**src/fbm_pkg.sv**
```systemverilog
// Shared types and constants for the fabric master-port read block.
// Assumes one clock, all master and slave ports in the same domain.
package fbm_pkg;

  localparam int AW = 32;
  localparam int DW = 32;
  localparam int LW = 4;
  localparam int NSLV = 3;
  localparam int PRIW = 6;
  localparam int CNTW = 4;

  // Latent slave returns data this many cycles after its strobe cycle
  localparam int LAT_CYC = 2;

  // Values after reset and counter constants
  localparam logic [DW-1:0] READ_WORD_RST = 32'h0000_0000;
  localparam logic [PRIW-1:0] PRI_CODE_RST = 6'h3F;
  localparam logic [CNTW-1:0] CNT_ZERO = 4'h0;
  localparam logic [CNTW-1:0] CNT_ONE = 4'h1;

  typedef enum logic [2:0] {
    ST_IDLE,
    ST_SETUP,
    ST_ACCESS,
    ST_HOLD,
    ST_DONE
  } fbm_state_t;

  // Master port request group, strobes and lane selects active low
  typedef struct packed {
    logic [AW-1:0] addr;
    logic [LW-1:0] lane_select_low;
    logic [DW-1:0] write_word;
    logic read_n;
    logic write_n;
  } fbm_mreq_t;

  // Shared slave-side request bus with one chip select per slave
  typedef struct packed {
    logic [NSLV-1:0] chip_select;
    logic [AW-1:0] addr;
    logic [LW-1:0] lane_select_low;
    logic [DW-1:0] write_word;
    logic read_n;
    logic write_n;
  } fbm_sreq_t;

  localparam fbm_sreq_t SREQ_RST = '{
    chip_select: 3'h0,
    addr: 32'h0000_0000,
    lane_select_low: 4'hF,
    write_word: 32'h0000_0000,
    read_n: 1'h1,
    write_n: 1'h1
  };

  // Per-slave configuration
  typedef struct packed {
    logic [AW-1:0] base;
    logic [AW-1:0] mask;
    logic [CNTW-1:0] setup;
    logic [CNTW-1:0] wait_states;
    logic [CNTW-1:0] hold;
    logic periph_ctl;
    logic latent;
    logic [PRIW-1:0] irq_code;
  } fbm_scfg_t;

  localparam fbm_scfg_t SLV_CFG [NSLV] = '{
    '{base: 32'h0000_0000, mask: 32'hFFFF_0000, setup: 4'h1,
      wait_states: 4'h2, hold: 4'h1, periph_ctl: 1'h0, latent: 1'h0,
      irq_code: 6'h05},
    '{base: 32'h0001_0000, mask: 32'hFFFF_F000, setup: 4'h0,
      wait_states: 4'h0, hold: 4'h0, periph_ctl: 1'h1, latent: 1'h0,
      irq_code: 6'h02},
    '{base: 32'h0002_0000, mask: 32'hFFFF_F000, setup: 4'h0,
      wait_states: 4'h0, hold: 4'h0, periph_ctl: 1'h0, latent: 1'h1,
      irq_code: 6'h09}
  };

  // Slave stall mode combined with setup or hold is not allowed
  function automatic logic cfg_bad(input fbm_scfg_t c);
    cfg_bad = c.periph_ctl && ((c.setup != CNT_ZERO) || (c.hold != CNT_ZERO));
  endfunction : cfg_bad

  // Address decode to a one-hot slave select
  function automatic logic [NSLV-1:0] decode(input logic [AW-1:0] a);
    logic [NSLV-1:0] s;
    s = '0;
    for (int i = 0; i < NSLV; i++) begin
      s[i] = ((a & SLV_CFG[i].mask) == SLV_CFG[i].base);
    end
    decode = s;
  endfunction : decode

endpackage : fbm_pkg

```
**src/fbm_fabric_master_port.sv**
```systemverilog
// Fabric end of one master port: accepts master transfers, runs them
// on the decoded slave port, returns read data and stalls the master.
// Assumes master and slaves are synchronous logic on mclk.
//
// Notes on behaviour
// - Setup cycles apply equally to reads and writes of a slave.
// - Slave stall mode with setup or hold is rejected and flagged.
// - Fabric accepts master transfer, then runs and ends the slave one.
// - All bus signals sampled and changed on the single system clock.
// - Stall request always present, high while transfer cannot complete.
// - Flag slave interrupt with 6-bit code, smaller code wins.
// - Packet end flag tells master the slave reached end of packet.
// - Latent valid high for one cycle, the first in which read word holds returned data.
// - Master flush discards every outstanding latent read.
// - Both sides agree polarity; strobes and lane selects active low.
// - Read starts at an edge with address and read request valid.
// - Stall raised before next edge, held until slave data ready on fundamental reads.
`timescale 1ns/1ps
module fbm_fabric_master_port (
  input wire logic mclk,
  input wire logic nrst,
  input fbm_pkg::fbm_mreq_t mreq,
  input wire logic flush,
  output logic stall_request,
  output logic [fbm_pkg::DW-1:0] read_word,
  output logic latent_data_valid,
  output logic packet_end_flag,
  output logic interrupt_request,
  output logic [fbm_pkg::PRIW-1:0] interrupt_priority_code,
  output logic config_error,
  output fbm_pkg::fbm_sreq_t sreq,
  input wire logic [fbm_pkg::NSLV-1:0][fbm_pkg::DW-1:0] slave_read_word,
  input wire logic [fbm_pkg::NSLV-1:0] slave_stall,
  input wire logic [fbm_pkg::NSLV-1:0] slave_irq,
  input wire logic [fbm_pkg::NSLV-1:0] slave_end_of_packet
);

  fbm_pkg::fbm_state_t state_r;
  fbm_pkg::fbm_state_t state_nxt;
  fbm_pkg::fbm_sreq_t sreq_r;
  logic [fbm_pkg::NSLV-1:0] sel_r;
  logic rd_r;
  logic wr_r;
  logic [fbm_pkg::DW-1:0] read_word_r;
  logic latent_valid_r;
  logic eop_r;
  logic irq_r;
  logic [fbm_pkg::PRIW-1:0] pri_r;
  logic cfg_err_r;
  logic [fbm_pkg::LAT_CYC-1:0] pend_r;

  logic req;
  logic req_rd;
  logic [fbm_pkg::NSLV-1:0] dec_sel;
  fbm_pkg::fbm_scfg_t cfg_dec;
  fbm_pkg::fbm_scfg_t cfg_cur;
  logic [fbm_pkg::CNTW-1:0] setup_dec;
  logic [fbm_pkg::CNTW-1:0] hold_cur;
  logic [fbm_pkg::NSLV-1:0] bad_vec;
  logic accept;
  logic access_end;
  logic latent_push;
  logic cur_stall;
  logic [fbm_pkg::DW-1:0] cur_rdata;
  logic cur_eop;
  logic tmr_load;
  logic [fbm_pkg::CNTW-1:0] tmr_val;
  logic tmr_expired;
  logic latent_ret;
  logic [fbm_pkg::PRIW-1:0] pri_nxt;
  logic irq_nxt;

  fbm_phase_timer u_timer (
    .mclk(mclk),
    .nrst(nrst),
    .load(tmr_load),
    .load_val(tmr_val),
    .expired(tmr_expired)
  );

  // Master request decode, strobes active low
  assign req_rd = !mreq.read_n;
  assign req = req_rd || !mreq.write_n;
  assign dec_sel = fbm_pkg::decode(mreq.addr);

  // Per-slave configuration check
  always_comb begin
    for (int i = 0; i < fbm_pkg::NSLV; i++) begin
      bad_vec[i] = fbm_pkg::cfg_bad(fbm_pkg::SLV_CFG[i]);
    end
  end

  // Configuration of the slave being decoded and of the current slave
  always_comb begin
    cfg_dec = '0;
    cfg_cur = '0;
    cur_stall = 1'h0;
    cur_rdata = fbm_pkg::READ_WORD_RST;
    cur_eop = 1'h0;
    for (int i = 0; i < fbm_pkg::NSLV; i++) begin
      if (dec_sel[i]) begin
        cfg_dec = fbm_pkg::SLV_CFG[i];
      end
      if (sel_r[i]) begin
        cfg_cur = fbm_pkg::SLV_CFG[i];
        cur_stall = slave_stall[i];
        cur_rdata = slave_read_word[i];
        cur_eop = slave_end_of_packet[i];
      end
    end
  end

  // Rejected slaves run without setup or hold
  always_comb begin
    setup_dec = fbm_pkg::cfg_bad(cfg_dec) ? fbm_pkg::CNT_ZERO : cfg_dec.setup;
    hold_cur = fbm_pkg::cfg_bad(cfg_cur) ? fbm_pkg::CNT_ZERO : cfg_cur.hold;
  end

  // Fundamental reads wait while latent data is still due
  assign accept = (state_r == fbm_pkg::ST_IDLE) && req &&
    !(req_rd && !cfg_dec.latent && (pend_r != '0));

  // Slave access ends on its own stall or after its wait states
  always_comb begin
    if (cfg_cur.periph_ctl && !fbm_pkg::cfg_bad(cfg_cur)) begin
      access_end = !cur_stall;
    end else begin
      access_end = tmr_expired;
    end
  end

  assign latent_push = (state_r == fbm_pkg::ST_ACCESS) && access_end &&
    rd_r && cfg_cur.latent && !flush;

  // Next state of the transfer sequencer
  always_comb begin
    state_nxt = state_r;
    unique case (state_r)
      fbm_pkg::ST_IDLE: begin
        if (accept) begin
          if (dec_sel == '0) begin
            state_nxt = fbm_pkg::ST_DONE;
          end else if (setup_dec != fbm_pkg::CNT_ZERO) begin
            state_nxt = fbm_pkg::ST_SETUP;
          end else begin
            state_nxt = fbm_pkg::ST_ACCESS;
          end
        end
      end
      fbm_pkg::ST_SETUP: begin
        if (tmr_expired) begin
          state_nxt = fbm_pkg::ST_ACCESS;
        end
      end
      fbm_pkg::ST_ACCESS: begin
        if (access_end) begin
          if (hold_cur != fbm_pkg::CNT_ZERO) begin
            state_nxt = fbm_pkg::ST_HOLD;
          end else begin
            state_nxt = fbm_pkg::ST_DONE;
          end
        end
      end
      fbm_pkg::ST_HOLD: begin
        if (tmr_expired) begin
          state_nxt = fbm_pkg::ST_DONE;
        end
      end
      fbm_pkg::ST_DONE: begin
        state_nxt = fbm_pkg::ST_IDLE;
      end
    endcase
  end

  // Timer loads for setup, wait and hold phases
  always_comb begin
    tmr_load = 1'h0;
    tmr_val = fbm_pkg::CNT_ZERO;
    if (accept && (dec_sel != '0)) begin
      tmr_load = 1'h1;
      if (setup_dec != fbm_pkg::CNT_ZERO) begin
        tmr_val = setup_dec - fbm_pkg::CNT_ONE;
      end else begin
        tmr_val = cfg_dec.wait_states;
      end
    end else if ((state_r == fbm_pkg::ST_SETUP) && tmr_expired) begin
      tmr_load = 1'h1;
      tmr_val = cfg_cur.wait_states;
    end else if ((state_r == fbm_pkg::ST_ACCESS) && access_end &&
        (hold_cur != fbm_pkg::CNT_ZERO)) begin
      tmr_load = 1'h1;
      tmr_val = hold_cur - fbm_pkg::CNT_ONE;
    end
  end

  always_ff @(posedge mclk or negedge nrst) begin
    if (!nrst) begin
      state_r <= fbm_pkg::ST_IDLE;
    end else begin
      state_r <= state_nxt;
    end
  end

  // Captured transfer kind and slave select
  always_ff @(posedge mclk or negedge nrst) begin
    if (!nrst) begin
      sel_r <= '0;
      rd_r <= 1'h0;
      wr_r <= 1'h0;
    end else if (accept) begin
      sel_r <= dec_sel;
      rd_r <= req_rd;
      wr_r <= !mreq.write_n;
    end
  end

  // Slave-side request bus, chip select spans setup and hold
  always_ff @(posedge mclk or negedge nrst) begin
    if (!nrst) begin
      sreq_r <= fbm_pkg::SREQ_RST;
    end else if (accept && (dec_sel != '0)) begin
      sreq_r.chip_select <= dec_sel;
      sreq_r.addr <= mreq.addr;
      sreq_r.lane_select_low <= mreq.lane_select_low;
      sreq_r.write_word <= mreq.write_word;
      if (setup_dec == fbm_pkg::CNT_ZERO) begin
        sreq_r.read_n <= mreq.read_n;
        sreq_r.write_n <= mreq.write_n;
      end
    end else if ((state_r == fbm_pkg::ST_SETUP) && tmr_expired) begin
      sreq_r.read_n <= !rd_r;
      sreq_r.write_n <= !wr_r;
    end else if ((state_r == fbm_pkg::ST_ACCESS) && access_end) begin
      sreq_r.read_n <= 1'h1;
      sreq_r.write_n <= 1'h1;
      if (hold_cur == fbm_pkg::CNT_ZERO) begin
        sreq_r.chip_select <= '0;
      end
    end else if ((state_r == fbm_pkg::ST_HOLD) && tmr_expired) begin
      sreq_r.chip_select <= '0;
    end
  end

  // Outstanding latent reads, cleared by flush
  assign latent_ret = pend_r[fbm_pkg::LAT_CYC-1] && !flush;

  always_ff @(posedge mclk or negedge nrst) begin
    if (!nrst) begin
      pend_r <= '0;
    end else if (flush) begin
      pend_r <= '0;
    end else begin
      pend_r <= {pend_r[fbm_pkg::LAT_CYC-2:0], latent_push};
    end
  end

  // Read word capture for fundamental and latent reads
  always_ff @(posedge mclk or negedge nrst) begin
    if (!nrst) begin
      read_word_r <= fbm_pkg::READ_WORD_RST;
      latent_valid_r <= 1'h0;
    end else begin
      latent_valid_r <= latent_ret;
      if (latent_ret) begin
        read_word_r <= cur_rdata;
      end else if (accept && req_rd && (dec_sel == '0)) begin
        read_word_r <= fbm_pkg::READ_WORD_RST;
      end else if ((state_r == fbm_pkg::ST_ACCESS) && access_end && rd_r &&
          !cfg_cur.latent) begin
        read_word_r <= cur_rdata;
      end
    end
  end

  // End of packet from the slave that ended the last access
  always_ff @(posedge mclk or negedge nrst) begin
    if (!nrst) begin
      eop_r <= 1'h0;
    end else if (accept) begin
      eop_r <= 1'h0;
    end else if ((state_r == fbm_pkg::ST_ACCESS) && access_end) begin
      eop_r <= cur_eop;
    end
  end

  // Pending interrupt with the smallest code among requesting slaves
  always_comb begin
    irq_nxt = 1'h0;
    pri_nxt = fbm_pkg::PRI_CODE_RST;
    for (int i = 0; i < fbm_pkg::NSLV; i++) begin
      if (slave_irq[i] && (!irq_nxt ||
          (fbm_pkg::SLV_CFG[i].irq_code < pri_nxt))) begin
        irq_nxt = 1'h1;
        pri_nxt = fbm_pkg::SLV_CFG[i].irq_code;
      end
    end
  end

  always_ff @(posedge mclk or negedge nrst) begin
    if (!nrst) begin
      irq_r <= 1'h0;
      pri_r <= fbm_pkg::PRI_CODE_RST;
    end else begin
      irq_r <= irq_nxt;
      pri_r <= pri_nxt;
    end
  end

  always_ff @(posedge mclk or negedge nrst) begin
    if (!nrst) begin
      cfg_err_r <= 1'h0;
    end else begin
      cfg_err_r <= |bad_vec;
    end
  end

  // Stall high from the first request cycle until the done cycle
  always_comb begin
    unique case (state_r)
      fbm_pkg::ST_IDLE: stall_request = req;
      fbm_pkg::ST_DONE: stall_request = 1'h0;
      default: stall_request = 1'h1;
    endcase
  end

  assign read_word = read_word_r;
  assign latent_data_valid = latent_valid_r;
  assign packet_end_flag = eop_r;
  assign interrupt_request = irq_r;
  assign interrupt_priority_code = pri_r;
  assign config_error = cfg_err_r;
  assign sreq = sreq_r;

endmodule : fbm_fabric_master_port

```
**src/fbm_phase_timer.sv**
```systemverilog
// Down counter that times setup, wait and hold phases of a slave access.
// Assumes load is a one-cycle pulse from the fabric sequencer.
`timescale 1ns/1ps
module fbm_phase_timer (
  input wire logic mclk,
  input wire logic nrst,
  input wire logic load,
  input wire logic [fbm_pkg::CNTW-1:0] load_val,
  output logic expired
);

  logic [fbm_pkg::CNTW-1:0] count_r;

  // Counts down to zero and rests there
  always_ff @(posedge mclk or negedge nrst) begin
    if (!nrst) begin
      count_r <= fbm_pkg::CNT_ZERO;
    end else if (load) begin
      count_r <= load_val;
    end else if (count_r != fbm_pkg::CNT_ZERO) begin
      count_r <= count_r - fbm_pkg::CNT_ONE;
    end
  end

  assign expired = (count_r == fbm_pkg::CNT_ZERO);

endmodule : fbm_phase_timer

```
**config.mk**
```make
export PLATFORM = sky130hd
export DESIGN_NAME = fbm_fabric_master_port
export DESIGN_NICKNAME = d
export VERILOG_FILES = /design/src/fbm_pkg.sv /design/src/fbm_fabric_master_port.sv /design/src/fbm_phase_timer.sv
export SDC_FILE = /design/constraint.sdc
export NUM_CORES = 1
export LEC_CHECK = 0
export BUFFER_PORTS_ARGS = -buffer_cell sky130_fd_sc_hd__clkbuf_2
export CORE_ASPECT_RATIO = 1.1
export CORE_MARGIN = 8
export CORE_UTILIZATION = 50
export CTS_BUF_LIST = sky130_fd_sc_hd__clkbuf_4
export CTS_CLUSTER_SIZE = 16
export DETAILED_ROUTE_END_ITERATION = 12
export MAX_ROUTING_LAYER = met4
export PLACE_DENSITY_LB_ADDON = 0.12
export RECOVER_POWER = 25
export REMOVE_ABC_BUFFERS = 1
export SYNTH_ARGS = -nofsm -noshare
export SYNTH_HDL_FRONTEND = slang
export SYNTH_HIERARCHICAL = 1
export SYNTH_SLANG_ARGS = --single-unit
```
**constraint.sdc**
```tcl
create_clock -name mclk -period 7.8 [get_ports mclk]
set_clock_uncertainty 0.15 [all_clocks]
set_input_delay 0.39 -clock mclk [delete_from_list [all_inputs] [get_ports mclk]]
set_output_delay 0.39 -clock mclk [all_outputs]
set_load 0.01 [all_outputs]
```
==> results of run 1 <==
## worst paths after layout
kind	from	endpoint	slack (ns)	cells after the start
max in group mclk	sel_r[1]	u_timer/count_r[3]	4.55	6
max	nrst	sel_r[2]	3.99	3
min	slave_read_word[94]	read_word[30]	0.07	5
min reg2reg	sreq[61]	sreq[61]	0.35	1
max reg2reg	sel_r[1]	u_timer/count_r[3]	4.55	6
min in group asynchronous	nrst	sreq[32]	1.29	2
## power groups by stage
stage                     clock network [uW]  logic [uW]  registers [uW]
final                                    525         274             709
after CTS                                537         274             709
after global placement                     0         237             719
after detailed placement                   0         248             721
after global routing                     566         303             713
after floorplan                            0         144             717
## tightest hold or removal path, stage by stage
cell      delay [ns]
clkbuf_2        0.07
nand2_1         0.04
o21ai_0         0.06
mux2i_1         0.07
nor2_1          0.07
## cell type report
| type | count | area [sq um] | share of cell area (%) |
|---|---|---|---|
| timing repair buffer | 356 | 2067 | 24.95 |
| inverter | 11 | 41.29 | 0.4983 |
| tap | 150 | 187.7 | 2.265 |
| clock inverter | 15 | 211.5 | 2.552 |
| multi-input combinational | 334 | 2450 | 29.57 |
| antenna | 3 | 7.507 | 0.09061 |
| clock buffer | 17 | 127.6 | 1.540 |
| sequential | 127 | 3193 | 38.54 |
## logic make-up (layout without fill, tap and decap cells)
kind of cell	Yosys count	in the layout	share of synthesized area, %
simple gates	134	134	11.22
flops	127	127	54.92
compound gates	101	101	12.40
mux	92	92	17.07
buf+inv	47	399	3.810
xor+xnor	2	2	0.3015
fa+ha+maj	1	1	0.2153
other cells	1	7	0.06452
## metal layers
metal  part of all wire, %  track usage [%]
met1                    38            26.90
met5                     0                -
met3                   9.5            10.13
met2                    49            41.08
met4                   2.9            10.80
## cells in the final DEF, fill, tap and decap left out, types with 5 or more instances in the layout
cell type	count
a22oi_1	32
and2_1	15
clkbuf_1	28
clkbuf_2	262
clkbuf_4	17
dfrtp_1	115
dfstp_2	11
dlygate4sd3_1	62
inv_1	11
mux2_2	57
mux2i_1	35
nand2_1	43
nand2b_1	5
nor2_1	41
nor4_1	5
o21ai_0	36
## registers in the layout (all words and copies together) (netlist names)
register                 cells
rd_r                         1
read_word                   32
state_r                      3
pend_r                       2
interrupt_request            1
sreq                        73
sel_r                        3
latent_data_valid            1
packet_end_flag              1
wr_r                         1
interrupt_priority_code      5
u_timer/count_r              4
## through the flow
stage / area (sq um) / power [uW] / setup slack [ns]
CTS: 8315 / 1520 / 4.573
finish: 8285 / 1509 / 3.985
global placement: 7356 / 955.4 / 4.766
global route: 8280 / 1581 / 3.274
floorplan: 5643 / 860.4 / 3.386
detailed placement: 7356 / 969.4 / 4.588
==> out/results.txt, run 1 <==
drt wl/cell - 18.61 um
Root Driver - clkbuf_4
Peak VDD IR - 0.1288 mV
combinational share of power - 18.2%
slowest CP cell - clkbuf_1
fin. max-slew vios - 62
Setup crit end kind - asynchronous set/reset pin
Worst Hold Slack - 0.07088 ns
worst-margin pin slew - 3.180 ns
filler cell count - 829
#FFs+latches synth - 127
clock period minus worst slack - 3.815 ns
Horiz. Die Dim - 118.8 um
htree depth - 4
Iter 0 DRT Violations - 217
HP Class - in2reg
most common cell in the netlist - dfrtp_1
antenna violations before repair - 1
internal power - 1076 uW
# setup viols final - 0
CP peak stage delay - 2.22 ns
antenna-violating nets left - 0
clock tree buffer depth - 2
routed vias/inst - 5.227
router iterations before antenna repair - 4
Clk network pwr share - 34.8%
Sequential Power Share - 47.0%
Post-synth EDFFs - 0
RePlAce Congestion - 0.8859
syn avg cell area - 11.51 sq um
largest net degree at the start of global routing - 77
max_cap viols - 1
Seq/Total Area, Yosys - 54.92%
IO buf count - 290
crit share post-route - 48.90%
clock transition at the registers of the reported paths - 0.12 ns
cts bufs inserted - 17
drt drc - 0
global-route wire length before repair - 29700 um
Initial Util - 51.03%
Post-Syn Area - 0.005812 sq mm
Crit path required time - 8.16 ns
maximum clock rate - 262.2 MHz
switch share - 28.65%
post-DP HPWL - 13100 um
top cells by area, synth - dfrtp_1, mux2_2, mux2i_1
P&R area growth vs syn - 42.56%
global route overflow - 0
leading cell types by count after synthesis - dfrtp_1, mux2_2, nand2_1
RSZ-0062 raised after global routing - false
worst skew pair latency - 0.52 ns
CTS resizes - 0
P_leak - 0.004212 uW
Core Util, Final - 72.75%
number of global-route vias before repair - 5768
final std cells w/o fill - 1013
CTS tree - done
crit-path cells - dlygate4sd3_1 -> clkbuf_1 -> buf_4
status - finished with violations
Final Hold Viols - 0
Synth Instances - 505
Async S/R FF share, synth - 100.0%
Psw - 432.3 uW
CP arrival - 4.17 ns
Vert. Die Dim - 129.1 um
YS warnings - 6
Crit Path Category - in2async
relative slew slack - -112.0%
die area - 0.01533 sq mm
share of cells above drive strength 1 - 44.07%
Unique masters post-synth - 62
I/O pin total - 294
total clock sinks - 127
CTS Hold Buffers Added - 62
core area - 0.01139 sq mm
share of the synthesized area in the top cell type - 49.95%
vias - 5295
GR Util All Layers - 25.19%
violated checks - max-capacitance violations, max-slew violations
postcts setup bufs - 0
P per Cell Area - 182.1 mW/mm^2
Synth Flop Type - dfrtp_1
WP buf/inv - 3
Synth area leader - dfrtp_1
FP Rows - 41
dpl cells - 916
Sum Neg Setup Slack - 0 ns
CP Max Fanout - 67
Layout Nets - 1026
Setup crit start kind - input port
DRT Wirelength - 18850 um
CP top delay family - buffers and inverters
(Power assumes the default switching activity.)
==> run 2: changes to the inputs <==
--- a/config.mk
+++ b/config.mk
@@ -8,7 +8,7 @@
 export BUFFER_PORTS_ARGS = -buffer_cell sky130_fd_sc_hd__clkbuf_2
 export CORE_ASPECT_RATIO = 1.1
 export CORE_MARGIN = 8
-export CORE_UTILIZATION = 50
+export CORE_UTILIZATION = 47
 export CTS_BUF_LIST = sky130_fd_sc_hd__clkbuf_4
 export CTS_CLUSTER_SIZE = 16
 export DETAILED_ROUTE_END_ITERATION = 12
==> constraint.sdc (replaced) <==
create_clock -name mclk -period 3.55 [get_ports mclk]
set_clock_uncertainty 0.15 [all_clocks]
set_input_delay 0.1775 -clock mclk [delete_from_list [all_inputs] [get_ports mclk]]
set_output_delay 0.1775 -clock mclk [all_outputs]
set_load 0.01 [all_outputs]
==> out/results.txt, run 2 (same netlist as run 1, synthesis figures left out) <==
status - finished with violations
violated checks - max-capacitance violations, max-slew violations
antenna violations before repair - 1 (unchanged)
commonest non-fill, non-tap cell in the layout - clkbuf_2
Setup crit end kind - flip-flop
Core Util, Final - 74.84% (+2.1 points)
FP Rows - 42 (+2.4%)
crit-path cells - inv_1 -> ha_1 -> nor3b_4 -> o2111ai_1 -> o32ai_4 -> buf_4 -> mux2i_1 -> nor2_1
worst-margin pin slew - 1.548 ns (-1.631 ns)
CP top delay family - compound AO/OA/AOI/OAI gates
HP Class - in2reg
core area - 0.01203 sq mm (+5.7%)
Iter 0 DRT Violations - 288 (+33%)
DP Worst Slack - 0.6508 ns (-3.937 ns)
P per Cell Area - 380.2 mW/mm^2 (+110%)
maximum clock rate - 336.7 MHz
drt drc - 0 (unchanged)
Setup crit start kind - flip-flop
clock tree buffer depth - 2 (unchanged)
total clock sinks - 127 (unchanged)
htree depth - 4 (unchanged)
global-route wire length before repair - 31100 um (+4.7%)
clock period minus worst slack - 2.970 ns
Layout Nets - 1092 (+6.4%)
global route overflow - 0 (unchanged)
GR Util All Layers - 24.81% (-0.38 points)
number of global-route vias before repair - 6163 (+6.8%)
CP arrival - 3.22 ns (-0.95 ns)
Horiz. Die Dim - 122.0 um (+2.7%)
crit share post-route - 83.66%
CP Max Fanout - 32 (-52%)
CTS tree - done
DRT Wirelength - 19670 um (+4.3%)
Vert. Die Dim - 132.6 um (+2.8%)
drt wl/cell - 18.19 um (-2.2%)
router iterations before antenna repair - 4 (unchanged)
vias - 5575 (+5.3%)
largest net degree at the start of global routing - 69 (-10%)
Root Driver - clkbuf_4
Setup WS post-layout - 0.5799 ns (-3.406 ns)
most frequent cells in the layout - clkbuf_2, dlygate4sd3_1, dfrtp_1, mux2_2, nand2_1
final instance area - 0.009006 sq mm (+8.7%)
post-DP HPWL - 13330 um (+1.8%)
WP buf/inv - 2 (-1)
fin. max-slew vios - 63 (+1.6%)
clock transition at the registers of the reported paths - 0.11 ns (about the same)
RSZ-0062 raised after global routing - false
routed vias/inst - 5.157 (-1.3%)
IO buf count - 290 (unchanged)
Peak VDD IR - 0.2764 mV (+110%)
share of cells above drive strength 1 - 43.74% (-0.33 points)
max reg flops - 73 (unchanged)
placed cell area - 0.007396 sq mm (+0.54%)
Crit path required time - 3.80 ns (-4.36 ns)
CP peak stage delay - 0.48 ns (-1.74 ns)
Initial Util - 48.29% (-2.7 points)
antenna-violating nets left - 0 (unchanged)
Final Hold Viols - 0 (unchanged)
Crit Path Category - reg2reg
P&R area growth vs syn - 54.96%
I/O pin total - 294 (unchanged)
worst skew pair latency - 0.51 ns (about the same)
relative slew slack - -3.229% (+110 points)
CTS resizes - 0 (unchanged)
RePlAce Congestion - 0.8615 (-2.8%)
# setup viols final - 0 (unchanged)
slowest CP cell - buf_4
cts bufs inserted - 17 (unchanged)
max_cap viols - 1 (unchanged)
P_leak - 0.004673 uW (+11%)
die area - 0.01618 sq mm (+5.5%)
## run 2: tightest hold or removal path, cell delays in order
cell and delay (ns):
clkbuf_2 0.08, a22oi_1 0.06, o21ai_0 0.17, mux2i_1 0.07
nor2_1 0.08
## run 2: cell type report
class	instances	area (sq um)
Fill cell	788	3028
Clock buffer	19	142.6
Multi-Input combinational cell	334	2450
Timing Repair Buffer	422	2765
Antenna cell	1	2.502
Tap cell	154	192.7
Inverter	11	41.29
Clock inverter	13	219.0
Sequential cell	127	3193
## run 2: final timing paths
kind                                     start             to  slack, ns  cells after the start
max                         u_timer/count_r[0]   read_word[5]       0.58                      8
min                        slave_read_word[21]  read_word[21]       0.02                      5
max reg2reg                 u_timer/count_r[0]   read_word[5]       0.58                      8
min reg2reg                           sreq[57]       sreq[57]       0.35                      1
max in group asynchronous                 nrst       sreq[34]       1.73                      3
min in group asynchronous                 nrst           rd_r       0.43                      2
## run 2: routing by layer
metal	track usage [%]	part of all wire (%)	wire, um
met3	7.830	10	1960
met1	27.10	38	7520
met2	40.83	49	9620
met5	-	0	0
met4	10.16	2.9	563
## run 2: power breakdown
group / internal (uW) / switching [uW] / total [uW]
clock: 708 / 519 / 1230
sequential: 1500 / 57.4 / 1560
combinational: 324 / 317 / 640
total: 2530 / 893 / 3420
## run 2: through the flow
stage	setup TNS [ns]	std cells	hold slack, ns	total power [uW]
4_1_cts	0	1080	0.005002	3448
2_1_floorplan	-27.65	472	-0.2681	1890
3_3_place_gp	0	923	0.1411	2105
3_5_place_dp	0	923	0.1552	2134
6_report	0	1081	0.02289	3424
5_1_grt	0	1081	0.02240	3588
## run 2: repair_timing
action,4_1_cts,5_1_grt
hold buffers,125,0
endpoints found under the hold margin,163,0
buffers inserted,0,0
